--- config.mk ---
export PLATFORM = sky130hd
export DESIGN_NAME = acss_top
export DESIGN_NICKNAME = d
export VERILOG_FILES = /design/src/acss_pkg.sv /design/src/acss_top.sv /design/src/acss_regs.sv /design/src/acss_decode.sv
export SDC_FILE = /design/constraint.sdc
export NUM_CORES = 1
export LEC_CHECK = 0
export BUFFER_PORTS_ARGS = -buffer_cell sky130_fd_sc_hd__buf_2
export CAP_MARGIN = 5
export CORE_MARGIN = 2
export CORE_UTILIZATION = 45
export CTS_CLUSTER_SIZE = 20
export DETAILED_ROUTE_END_ITERATION = 7
export PLACE_DENSITY = 0.78
export SYNTH_ARGS = -nofsm -noshare
export SYNTH_HDL_FRONTEND = slang
export SYNTH_SLANG_ARGS = --single-unit
--- constraint.sdc ---
create_clock -name clk_sys -period 4.05 [get_ports clk_sys]
set_input_delay 0.6075 -clock clk_sys [delete_from_list [all_inputs] [get_ports clk_sys]]
set_output_delay 0.6075 -clock clk_sys [all_outputs]
set_load 0.01 [all_outputs]
--- src/acss_pkg.sv ---
// Constants for the ADC channel scan selection block.
// Assumes a 7-bit register address and 16-bit register data.
package acss_pkg;
    localparam logic [6:0]  ADDR_SEL_LOW     = 7'h50;
    localparam logic [6:0]  ADDR_SEL_HIGH    = 7'h51;
    localparam logic [15:0] SEL_LOW_RESET    = 16'h0000;
    localparam logic [15:0] SEL_HIGH_RESET   = 16'h0000;
    // Writable bits; bit 15 of the low register reads zero
    localparam logic [15:0] SEL_LOW_MASK     = 16'h7fff;
    localparam logic [15:0] SEL_HIGH_MASK    = 16'hffff;
    localparam int          POS_SE0          = 14;
    localparam int          POS_SE1          = 13;
    localparam int          POS_PAIR_A       = 12;
    localparam int          POS_SE2          = 11;
    localparam int          POS_SE3          = 10;
    localparam int          POS_PAIR_B       = 9;
    localparam int          SLOTS            = 18;
    localparam int          SLOT_W           = 5;
    typedef enum logic [1:0] {
        ACSS_IDLE = 2'b00,
        ACSS_REQ  = 2'b01,
        ACSS_WAIT = 2'b10
    } acss_state_t;
endpackage

--- src/acss_top.sv ---
// Scan sequencer for a 16-input converter with channel selection.
// Assumes a converter core with req/done handshake on the same clock.
`timescale 1ns/1ps
// Functional notes
// - Only inputs whose selection bit is one are converted.
// - Low register enables visited from bit 14 down to bit 0.
// - Then high register bits 14 down to 12 are visited.
// - Single-ended results go to the input's own slot, straight binary.
// - Pair A converts input 0 minus 1, stored at 0, two's complement.
// - Pair B converts input 2 minus 3, stored at 2, two's complement.
// - Single-ended bit 14 or 13 set makes pair bit 12 ignored.
// - Pair A is used only when bit 12 set and 14, 13 clear.
// - Single-ended bit 11 or 10 set makes pair bit 9 ignored.
// - Pair B is used only when bit 9 set and 11, 10 clear.
// - Group with all three bits clear is not accessed at all.
// - Low bits 8 down to 0 enable inputs 4 through 12.
// - High bits 14, 13, 12 enable inputs 13, 14, 15.
// - Both selection registers reset to zero.
module acss_top (
    input  wire logic        clk_sys,
    input  wire logic        rst_b,
    input  wire logic        reg_wr,
    input  wire logic [6:0]  reg_addr,
    input  wire logic [15:0] reg_wdata,
    output logic      [15:0] reg_rdata,
    input  wire logic        scan_start,
    output logic             scan_busy,
    output logic             conv_req,
    output logic      [3:0]  conv_pos,
    output logic      [3:0]  conv_neg,
    output logic             conv_diff,
    input  wire logic        conv_done,
    input  wire logic [11:0] conv_code,
    output logic             res_we,
    output logic      [3:0]  res_index,
    output logic      [11:0] res_data,
    output logic             res_twos,
    output logic             scan_end
);
    logic [15:0] sel_low;
    logic [15:0] sel_high;
    logic [17:0] slot_en;
    acss_pkg::acss_state_t state;
    acss_pkg::acss_state_t next_state;
    logic [17:0] pend;
    logic [17:0] next_pend;
    logic [4:0]  slot;
    logic [4:0]  next_slot;
    logic [3:0]  next_conv_pos;
    logic [3:0]  next_conv_neg;
    logic        next_conv_diff;
    logic        next_res_we;
    logic [3:0]  next_res_index;
    logic [11:0] next_res_data;
    logic        next_res_twos;
    logic        next_scan_end;

    acss_regs u_regs (
        .clk_sys   (clk_sys),
        .rst_b     (rst_b),
        .reg_wr    (reg_wr),
        .reg_addr  (reg_addr),
        .reg_wdata (reg_wdata),
        .reg_rdata (reg_rdata),
        .sel_low   (sel_low),
        .sel_high  (sel_high)
    );

    acss_decode u_decode (
        .sel_low  (sel_low),
        .sel_high (sel_high),
        .slot_en  (slot_en)
    );

    // Refuse slot constants that the enable vector cannot hold
    if (acss_pkg::SLOTS != 18 ||
        (2 ** acss_pkg::SLOT_W) < acss_pkg::SLOTS) begin : g_slot_check
        $error("slot constants do not fit the sequencer");
    end

    // Lowest-numbered pending slot is the next in scan order
    function automatic logic [4:0] first_slot(input logic [17:0] v);
        logic [4:0] r;
        r = 5'd0;
        for (int i = 17; i >= 0; i--) begin
            if (v[i]) begin
                r = i[4:0];
            end
        end
        return r;
    endfunction

    // Input number converted in a slot; pair slots use positive input
    function automatic logic [3:0] slot_input(input logic [4:0] s);
        logic [3:0] r;
        case (s)
            5'd0:    r = 4'h0;
            5'd1:    r = 4'h1;
            5'd2:    r = 4'h0;
            5'd3:    r = 4'h2;
            5'd4:    r = 4'h3;
            5'd5:    r = 4'h2;
            default: r = 4'(s - 5'd2);
        endcase
        return r;
    endfunction

    function automatic logic slot_is_pair(input logic [4:0] s);
        return (s == 5'd2) || (s == 5'd5);
    endfunction

    assign scan_busy = (state != acss_pkg::ACSS_IDLE);
    assign conv_req  = (state == acss_pkg::ACSS_REQ);

    // Sequencer next-state
    always_comb begin
        next_state     = state;
        next_pend      = pend;
        next_slot      = slot;
        next_conv_pos  = conv_pos;
        next_conv_neg  = conv_neg;
        next_conv_diff = conv_diff;
        next_res_we    = 1'b0;
        next_res_index = res_index;
        next_res_data  = res_data;
        next_res_twos  = res_twos;
        next_scan_end  = 1'b0;
        case (state)
            acss_pkg::ACSS_IDLE: begin
                // Snapshot enables; a pass visits each once
                if (scan_start && slot_en != 18'h0) begin
                    next_pend  = slot_en;
                    next_slot  = first_slot(slot_en);
                    next_state = acss_pkg::ACSS_REQ;
                    next_conv_pos = slot_input(first_slot(slot_en));
                    next_conv_diff = slot_is_pair(first_slot(slot_en));
                    next_conv_neg = slot_input(first_slot(slot_en))
                                    + 4'h1;
                end
            end
            acss_pkg::ACSS_REQ: begin
                next_state = acss_pkg::ACSS_WAIT;
            end
            acss_pkg::ACSS_WAIT: begin
                if (conv_done) begin
                    next_res_we    = 1'b1;
                    next_res_index = conv_pos;
                    next_res_data  = conv_code;
                    next_res_twos  = conv_diff;
                    next_pend      = pend & ~(18'h1 << slot);
                    if ((pend & ~(18'h1 << slot)) == 18'h0) begin
                        next_state    = acss_pkg::ACSS_IDLE;
                        next_scan_end = 1'b1;
                    end else begin
                        // Jump straight to next set slot
                        next_slot = first_slot(pend & ~(18'h1 << slot));
                        next_conv_pos = slot_input(next_slot);
                        next_conv_neg = slot_input(next_slot) + 4'h1;
                        next_conv_diff = slot_is_pair(next_slot);
                        next_state = acss_pkg::ACSS_REQ;
                    end
                end
            end
            default: begin
                next_state = acss_pkg::ACSS_IDLE;
            end
        endcase
    end

    // Sequencer registers
    always_ff @(posedge clk_sys or negedge rst_b) begin
        if (!rst_b) begin
            state     <= acss_pkg::ACSS_IDLE;
            pend      <= 18'h0;
            slot      <= 5'd0;
            conv_pos  <= 4'h0;
            conv_neg  <= 4'h0;
            conv_diff <= 1'b0;
            res_we    <= 1'b0;
            res_index <= 4'h0;
            res_data  <= 12'h000;
            res_twos  <= 1'b0;
            scan_end  <= 1'b0;
        end else begin
            state     <= next_state;
            pend      <= next_pend;
            slot      <= next_slot;
            conv_pos  <= next_conv_pos;
            conv_neg  <= next_conv_neg;
            conv_diff <= next_conv_diff;
            res_we    <= next_res_we;
            res_index <= next_res_index;
            res_data  <= next_res_data;
            res_twos  <= next_res_twos;
            scan_end  <= next_scan_end;
        end
    end
endmodule // acss_top

--- src/acss_regs.sv ---
// Holds the two channel selection registers.
// Assumes a same-clock register port with one-cycle write strobe.
`timescale 1ns/1ps
module acss_regs (
    input  wire logic        clk_sys,
    input  wire logic        rst_b,
    input  wire logic        reg_wr,
    input  wire logic [6:0]  reg_addr,
    input  wire logic [15:0] reg_wdata,
    output logic      [15:0] reg_rdata,
    output logic      [15:0] sel_low,
    output logic      [15:0] sel_high
);
    logic [15:0] next_sel_low;
    logic [15:0] next_sel_high;

    // Next values on a decoded write
    always_comb begin
        next_sel_low  = sel_low;
        next_sel_high = sel_high;
        if (reg_wr && reg_addr == acss_pkg::ADDR_SEL_LOW) begin
            next_sel_low = reg_wdata & acss_pkg::SEL_LOW_MASK;
        end
        if (reg_wr && reg_addr == acss_pkg::ADDR_SEL_HIGH) begin
            next_sel_high = reg_wdata & acss_pkg::SEL_HIGH_MASK;
        end
    end

    // Both registers clear at reset, nothing selected
    always_ff @(posedge clk_sys or negedge rst_b) begin
        if (!rst_b) begin
            sel_low  <= acss_pkg::SEL_LOW_RESET;
            sel_high <= acss_pkg::SEL_HIGH_RESET;
        end else begin
            sel_low  <= next_sel_low;
            sel_high <= next_sel_high;
        end
    end

    // Read mux, unmapped reads zero
    always_comb begin
        case (reg_addr)
            acss_pkg::ADDR_SEL_LOW:  reg_rdata = sel_low;
            acss_pkg::ADDR_SEL_HIGH: reg_rdata = sel_high;
            default:                 reg_rdata = 16'h0000;
        endcase
    end
endmodule // acss_regs

--- src/acss_decode.sv ---
// Turns the selection registers into an 18-slot enable vector.
// Slot order is scan order; purely combinational.
`timescale 1ns/1ps
module acss_decode (
    input  wire logic [15:0] sel_low,
    input  wire logic [15:0] sel_high,
    output logic      [17:0] slot_en
);
    logic grp_a_se;
    logic grp_b_se;

    // Any single-ended bit of a group wins over its pair bit
    assign grp_a_se = sel_low[acss_pkg::POS_SE0] | sel_low[acss_pkg::POS_SE1];
    assign grp_b_se = sel_low[acss_pkg::POS_SE2] | sel_low[acss_pkg::POS_SE3];

    // Slot k maps to low bit 14-k, slots 15..17 to high bits 14..12
    always_comb begin
        slot_en = 18'h0;
        for (int k = 0; k <= 14; k++) begin
            slot_en[k] = sel_low[14 - k];
        end
        slot_en[14 - acss_pkg::POS_PAIR_A] =
            sel_low[acss_pkg::POS_PAIR_A] & ~grp_a_se;
        slot_en[14 - acss_pkg::POS_PAIR_B] =
            sel_low[acss_pkg::POS_PAIR_B] & ~grp_b_se;
        slot_en[15] = sel_high[14];
        slot_en[16] = sel_high[13];
        slot_en[17] = sel_high[12];
    end
endmodule // acss_decode

Word level (Yosys, flattened, before mapping)
Index checks and enable logic that the tools add are counted.
W data, S select, Z words.
- bits in registers: 84
- input port bits: 40
- word-level logic and storage cells: 136
- add/subtract/negate cells: 4
- equality and inequality tests: 17
- shift operators: 1
- mux-type cells: 73
- bitwise logic cells: 8
- reduce and logical (&&, ||, !) cells: 20
- operators with widths (cell ; number):
    $mux W5 ; 43
    $mux W18 ; 2
    $pmux W18 S2 ; 1
    $mux W4 ; 8
    $pmux W16 S2 ; 1
    $pmux W4 S4 ; 2
    $eq A5 B2 Y1 const B ; 4
    $eq A5 B3 Y1 const B ; 4
    $and A18 B18 Y18 ; 1
    $logic_not A18 Y1 ; 1
    $not A18 Y18 ; 1
    $reduce_bool A18 Y1 ; 1
    $shl A1 B5 Y18 const A ; 1
    $pmux W4 S2 ; 2
    $eq A7 B7 Y1 const B ; 2
    $eq A5 B1 Y1 const B ; 2
    $logic_not A5 Y1 ; 2
    $pmux W5 S2 ; 1
    $mux W1 ; 9
    $add A4 B1 Y4 const B ; 2
    $reduce_or A2 Y1 ; 4
    $sub A4 B2 Y4 const B ; 2
    $ne A2 B2 Y1 const B ; 3
    $pmux W2 S3 ; 1
    14 further kinds ; 23

Longest topological paths before layout
- word-level depth: 34
- depth in mapped cells: 13

By module
A second synthesis with hierarchy kept.
- cells, all modules: 479
- area total of the unflattened synthesis: 4824.6 µm²
- by module, submodules not included (module ; instances ; cells each ; area an instance (µm²) ; sequential area each (µm²)):
    acss_top ; 1 ; 355 ; 3149.3 ; 1326.3
    acss_regs ; 1 ; 106 ; 1530.2 ; 775.7
    acss_decode ; 1 ; 18 ; 145.1 ; 0.0

Worst setup path before layout
OpenSTA, ideal clock, no wires.
- path type: flip-flop to flip-flop
- start: register slot[2]
- end: register conv_neg[3]
- setup time: 0.082 ns
- data arrival time: 3.069 ns
- data required time: 3.968 ns
- path slack: 0.899 ns
- stages on the path, launching flop included: 13
- buffers on the path: 1
- cells stage by stage: dfrtp_1 > or3b_1 > buf_2 > o32a_4 > a21o_2 > o21ai_0 > nand2_1 > ha_1 > nor2_1 > o2111ai_1 > a32o_1 > or4_1 > a31oi_1
- cells in the longest elaborated chain, start to end: 34
- ends and longest elaborated chain (element ; RTL line ; source):
    start: declaration ; acss_top.sv:47 ; logic [4:0] slot;
    start signal: assignment ; acss_top.sv:187 ; slot <= next_slot;
    $shl A1 B5 Y18 (*) ; acss_top.sv:151, acss_top.sv:156 ;
    $not A18 Y18 (*) ; acss_top.sv:151, acss_top.sv:156 ;
    $and A18 B18 Y18 (*) ; acss_top.sv:151, acss_top.sv:156 ;
    parallel branches: the longest is 31 deep, another holds $mux W5 ; - ;
    end signal: assignment ; acss_top.sv:189 ; conv_neg <= next_conv_neg;
    end: declaration ; acss_top.sv:30 ; output logic [3:0] conv_neg,
Every way passes the cells marked *. The select of a mux whose other input is x is not followed.
A chain may end at the register's enable or synchronous reset.

Worst setup path in the final report
- start: register slot[1]
- end: register conv_neg[3]
The elaborated chain is that of the path after synthesis.

==> summary by stage <==
Run status
The run finished with clean final reports.

Layout
The design area is 5480 um2. The count of nets after finishing is 601. The repair_antennas step left the layout with diodes totalling 0. The fraction of final layout cells with drive strength greater than 1 is 31.2%. The synthesis-to-layout area growth is 16.3%.

Clock tree
Buffers inserted during clock tree synthesis total 9. The count of hold buffers inserted by post-cts repair is 0. The count of buffers added by post-CTS timing repair for setup is 0. The clock tree from TritonCTS is built. The clock latency at the later pin of the worst-skew pair is 0.36 ns. The number of gates resized after CTS is 0. The post-CTS clock slew at the launch and capture registers of the worst setup and hold paths is 0.09 ns. The number of clock sinks is 84.

The clock tree root buffer cell is clkbuf_8. The clock passes through at most 2 buffers. The CTS H-tree depth is 3.

Routing
The routed layout has 4062 vias. The number of design-rule violations left by the first detailed-router iteration is between 200 and 250. The number of detailed-route iterations in the first pass is 5.

In this run the remaining antenna-violating nets after routing total 0. The detailed-route vias per instance is 5.80. Wires add up to approximately 13 mm. The DRC violation count after routing is 0. The wire length per cell after detailed routing is roughly 18 um.

Critical path
STA puts the critical path data arrival time at 3.89 ns. The critical path in this run is classified as register to register. The required time at the endpoint of the critical path is 4.32 ns. The launch point of the critical path is slot[1]. In this run the critical register-to-register path is captured at conv_neg[3]. The number of cells on the worst reg-to-reg path is 11. The highest fanout seen on the critical path is 14. The worst register-to-register path has a setup slack of roughly 0.43 ns. STA classifies the critical path endpoint as a register. The critical path goes through nor4b_1, nand3b_1, a21o_2, o21ai_0, nand2_1, ha_1, nor2_1, o2111ai_1, a32o_1, or4_1, a31oi_1. In this design, the stage delay of the slowest critical-path cell is between 0.6 and 0.7 ns. The category of the worst setup path launch point is a register. The standard cell with the maximum stage delay on the critical path is nor4b_1. The critical path ends at conv_neg[3]. The startpoint identified for the worst register-to-register timing path is slot[1].

Global routing
Entering global routing, the biggest net connects 85 pins. Global routing finished with a remaining overflow of 0. The number of global-route vias before repair is ~4000. The total global routing track utilization is 23.2%. The first global-routing pass estimated 20.4 mm of wire. The number of antenna violations at the first check in global routing is 0.

Power and ir drop
The largest voltage drop on the vdd net is approximately 310 uV. The completed layout was analyzed and its total power is 4.00 mW. The ratio of total power to cell area is approximately 730 nW/um2. In this run the static leakage power is 2.57 nW.

Timing
Of the available clock period, the critical path in the final layout requires 89.3%. The worst pin sits at a relative slew slack of 30.7%. The actual slew at the worst max-slew pin is 1.04 ns. The maximum clock rate is 276 MHz. The total count of hold-check failures in the final report was 0. The worst path in the final design needs a cycle of between 3 and 4 ns, including I/O delays and setup. Summed over all failing endpoints, the final setup total negative slack is 0 ns. The number of pins exceeding their max-slew limit in the final report is 0. The setup violation total in the final timing report is 0. Setup repair after global routing left no endpoint under its margin. Between clock sinks in the finished design, the worst skew comes to 0.00886 ns.

Die
The height of the die is 106 um. The floorplan has 37 rows. The floorplan step set the die width to 106 um. The initial utilization of the core area, before any placement, comes to 46.0%. The area of the die is 11300 um2. During I/O placement, the number of pins put on the boundary was 86. The core box area is 10200 um2.

Placed design
The count of input and output buffers is 85. The detailed placer's ending HPWL is just over 9 mm. The final weighted congestion in routability-driven placement is 0.960. The placed instances occupy a cell area of 5290 um2.

Logic synthesis
For this run, the number of Yosys warnings is 0. Summed over all instances, the cell type with the most area after synthesis is dfrtp_1. The flip-flop cell with the highest count after synthesis is dfrtp_1. In this run, synthesis inferred 0 flip-flops with an integrated enable. The synthesized design contains 84 register bits. Summing the sequential cell areas from Yosys gives about 45% of the chip area. The commonest cells after synthesis are dfrtp_1, mux2_2, nor2_1, nand2_1, o21ai_0. Dividing the synthesized area by the synthesized cell count gives 9.86 um2.

The number of different library cells used by synthesis comes to between 60 and 70. By area the synthesized netlist is led by dfrtp_1, mux2_2, nor2_1. After synthesis, the largest area contributor takes up between 40% and 50% of total cell area. The proportion of synthesized flip-flops having asynchronous set or reset is 100%. The cell count after synthesis came out at 478.

The total standard cell area after synthesis is 4710 um2. The most frequent cell after synthesis is dfrtp_1. The net count after synthesis is between 500 and 600.

Run
The number of max-capacitance violations reported is 0.

Min path
The class of the tightest hold or removal check is primary input to async pin.
==> worst min-delay path by stage <==
stage	endpoint	slack [ns]
finish	res_data[10]	0.42
floorplan	conv_diff	0.31
CTS	state[1]	0.44
detailed placement	pend[15]	0.47
global route	state[1]	0.44
global placement	conv_neg[0]	0.47
==> cell type report <==
type | count | area, um2
clock buffer | 10 | 128
clock inverter | 6 | 65.1
fill | 909 | 4750
inverter | 11 | 41.3
multi-input combinational | 358 | 2470
sequential | 84 | 2100
tap | 136 | 170
timing repair buffer | 95 | 503
==> layer usage <==
layer | share of wire, % | track usage, % | vias to the layer above
met2 | 47 | 37.5 | 164
met1 | 45 | 31.3 | 1952
met3 | 5.7 | 3.62 | 23
li1 | - | - | 1923
met5 | 0 | 0 | -
met4 | 2.2 | 8.83 | 0
==> sequential cells by signal (all words and copies together), names as in the netlist, 2 cells and up <==
register and flops:
u_regs.sel_high 16, conv_neg 4, res_index 4, res_data 12
slot 5, state 2, conv_pos 4, u_regs.sel_low 15
pend 18
==> worst max-delay path, delay by kind of cell, from the launching register on <==
kind,cells,cell delay [ns]
AO/OA/AOI/OAI,5,1.19
adder cells (fa/ha/maj),1,0.29
flip-flops,1,0.54
AND/OR/NAND/NOR,5,1.52
==> per-stage QoR <==
stage               hold WS (ns)  std cells  worst slack [ns]  util, %
floorplan                  0.312        478             0.899        -
global placement           0.471        684             0.538     51.7
detailed placement         0.468        684             0.461     51.7
CTS                        0.437        700             0.461     53.6
global route               0.439        700             0.134     53.6
finish                     0.422        700             0.433     53.6
==> power breakdown <==
group / switching (mW) / internal, mW / total, mW
clock network: 0.316 / 0.285 / 0.601
logic: 1.21 / 0.872 / 2.08
registers: 0.236 / 1.08 / 1.32
==> cell families (layout without fill, tap and decap cells) <==
group / after synthesis / after routing / share of synthesized area [%]
xor+xnor: 2 / 2 / 0.372
buf+inv: 36 / 122 / 2.95
simple gates: 158 / 158 / 16.6
mux: 70 / 70 / 16.3
fa+ha+maj: 2 / 2 / 0.531
compound gates: 126 / 126 / 18.7
flops: 84 / 84 / 44.6
==> layout by cell type, fill, tap and decap left out, drive strengths merged, types with 6 or more instances in the layout <==
cell type | netlist | final
o21ai | 35 | 35
mux2 | 52 | 52
nor2 | 52 | 52
nor3 | 6 | 6
clkbuf | 16 | 10
a22o | 9 | 9
nand3 | 12 | 12
inv | 10 | 10
nand3b | 6 | 6
a21oi | 24 | 24
o31ai | 7 | 7
buf | 9 | 95
dfrtp | 84 | 84
mux2i | 18 | 18
and3 | 6 | 6
nand2b | 6 | 6
nand2 | 41 | 41
Power figures use the tool's default switching activity.
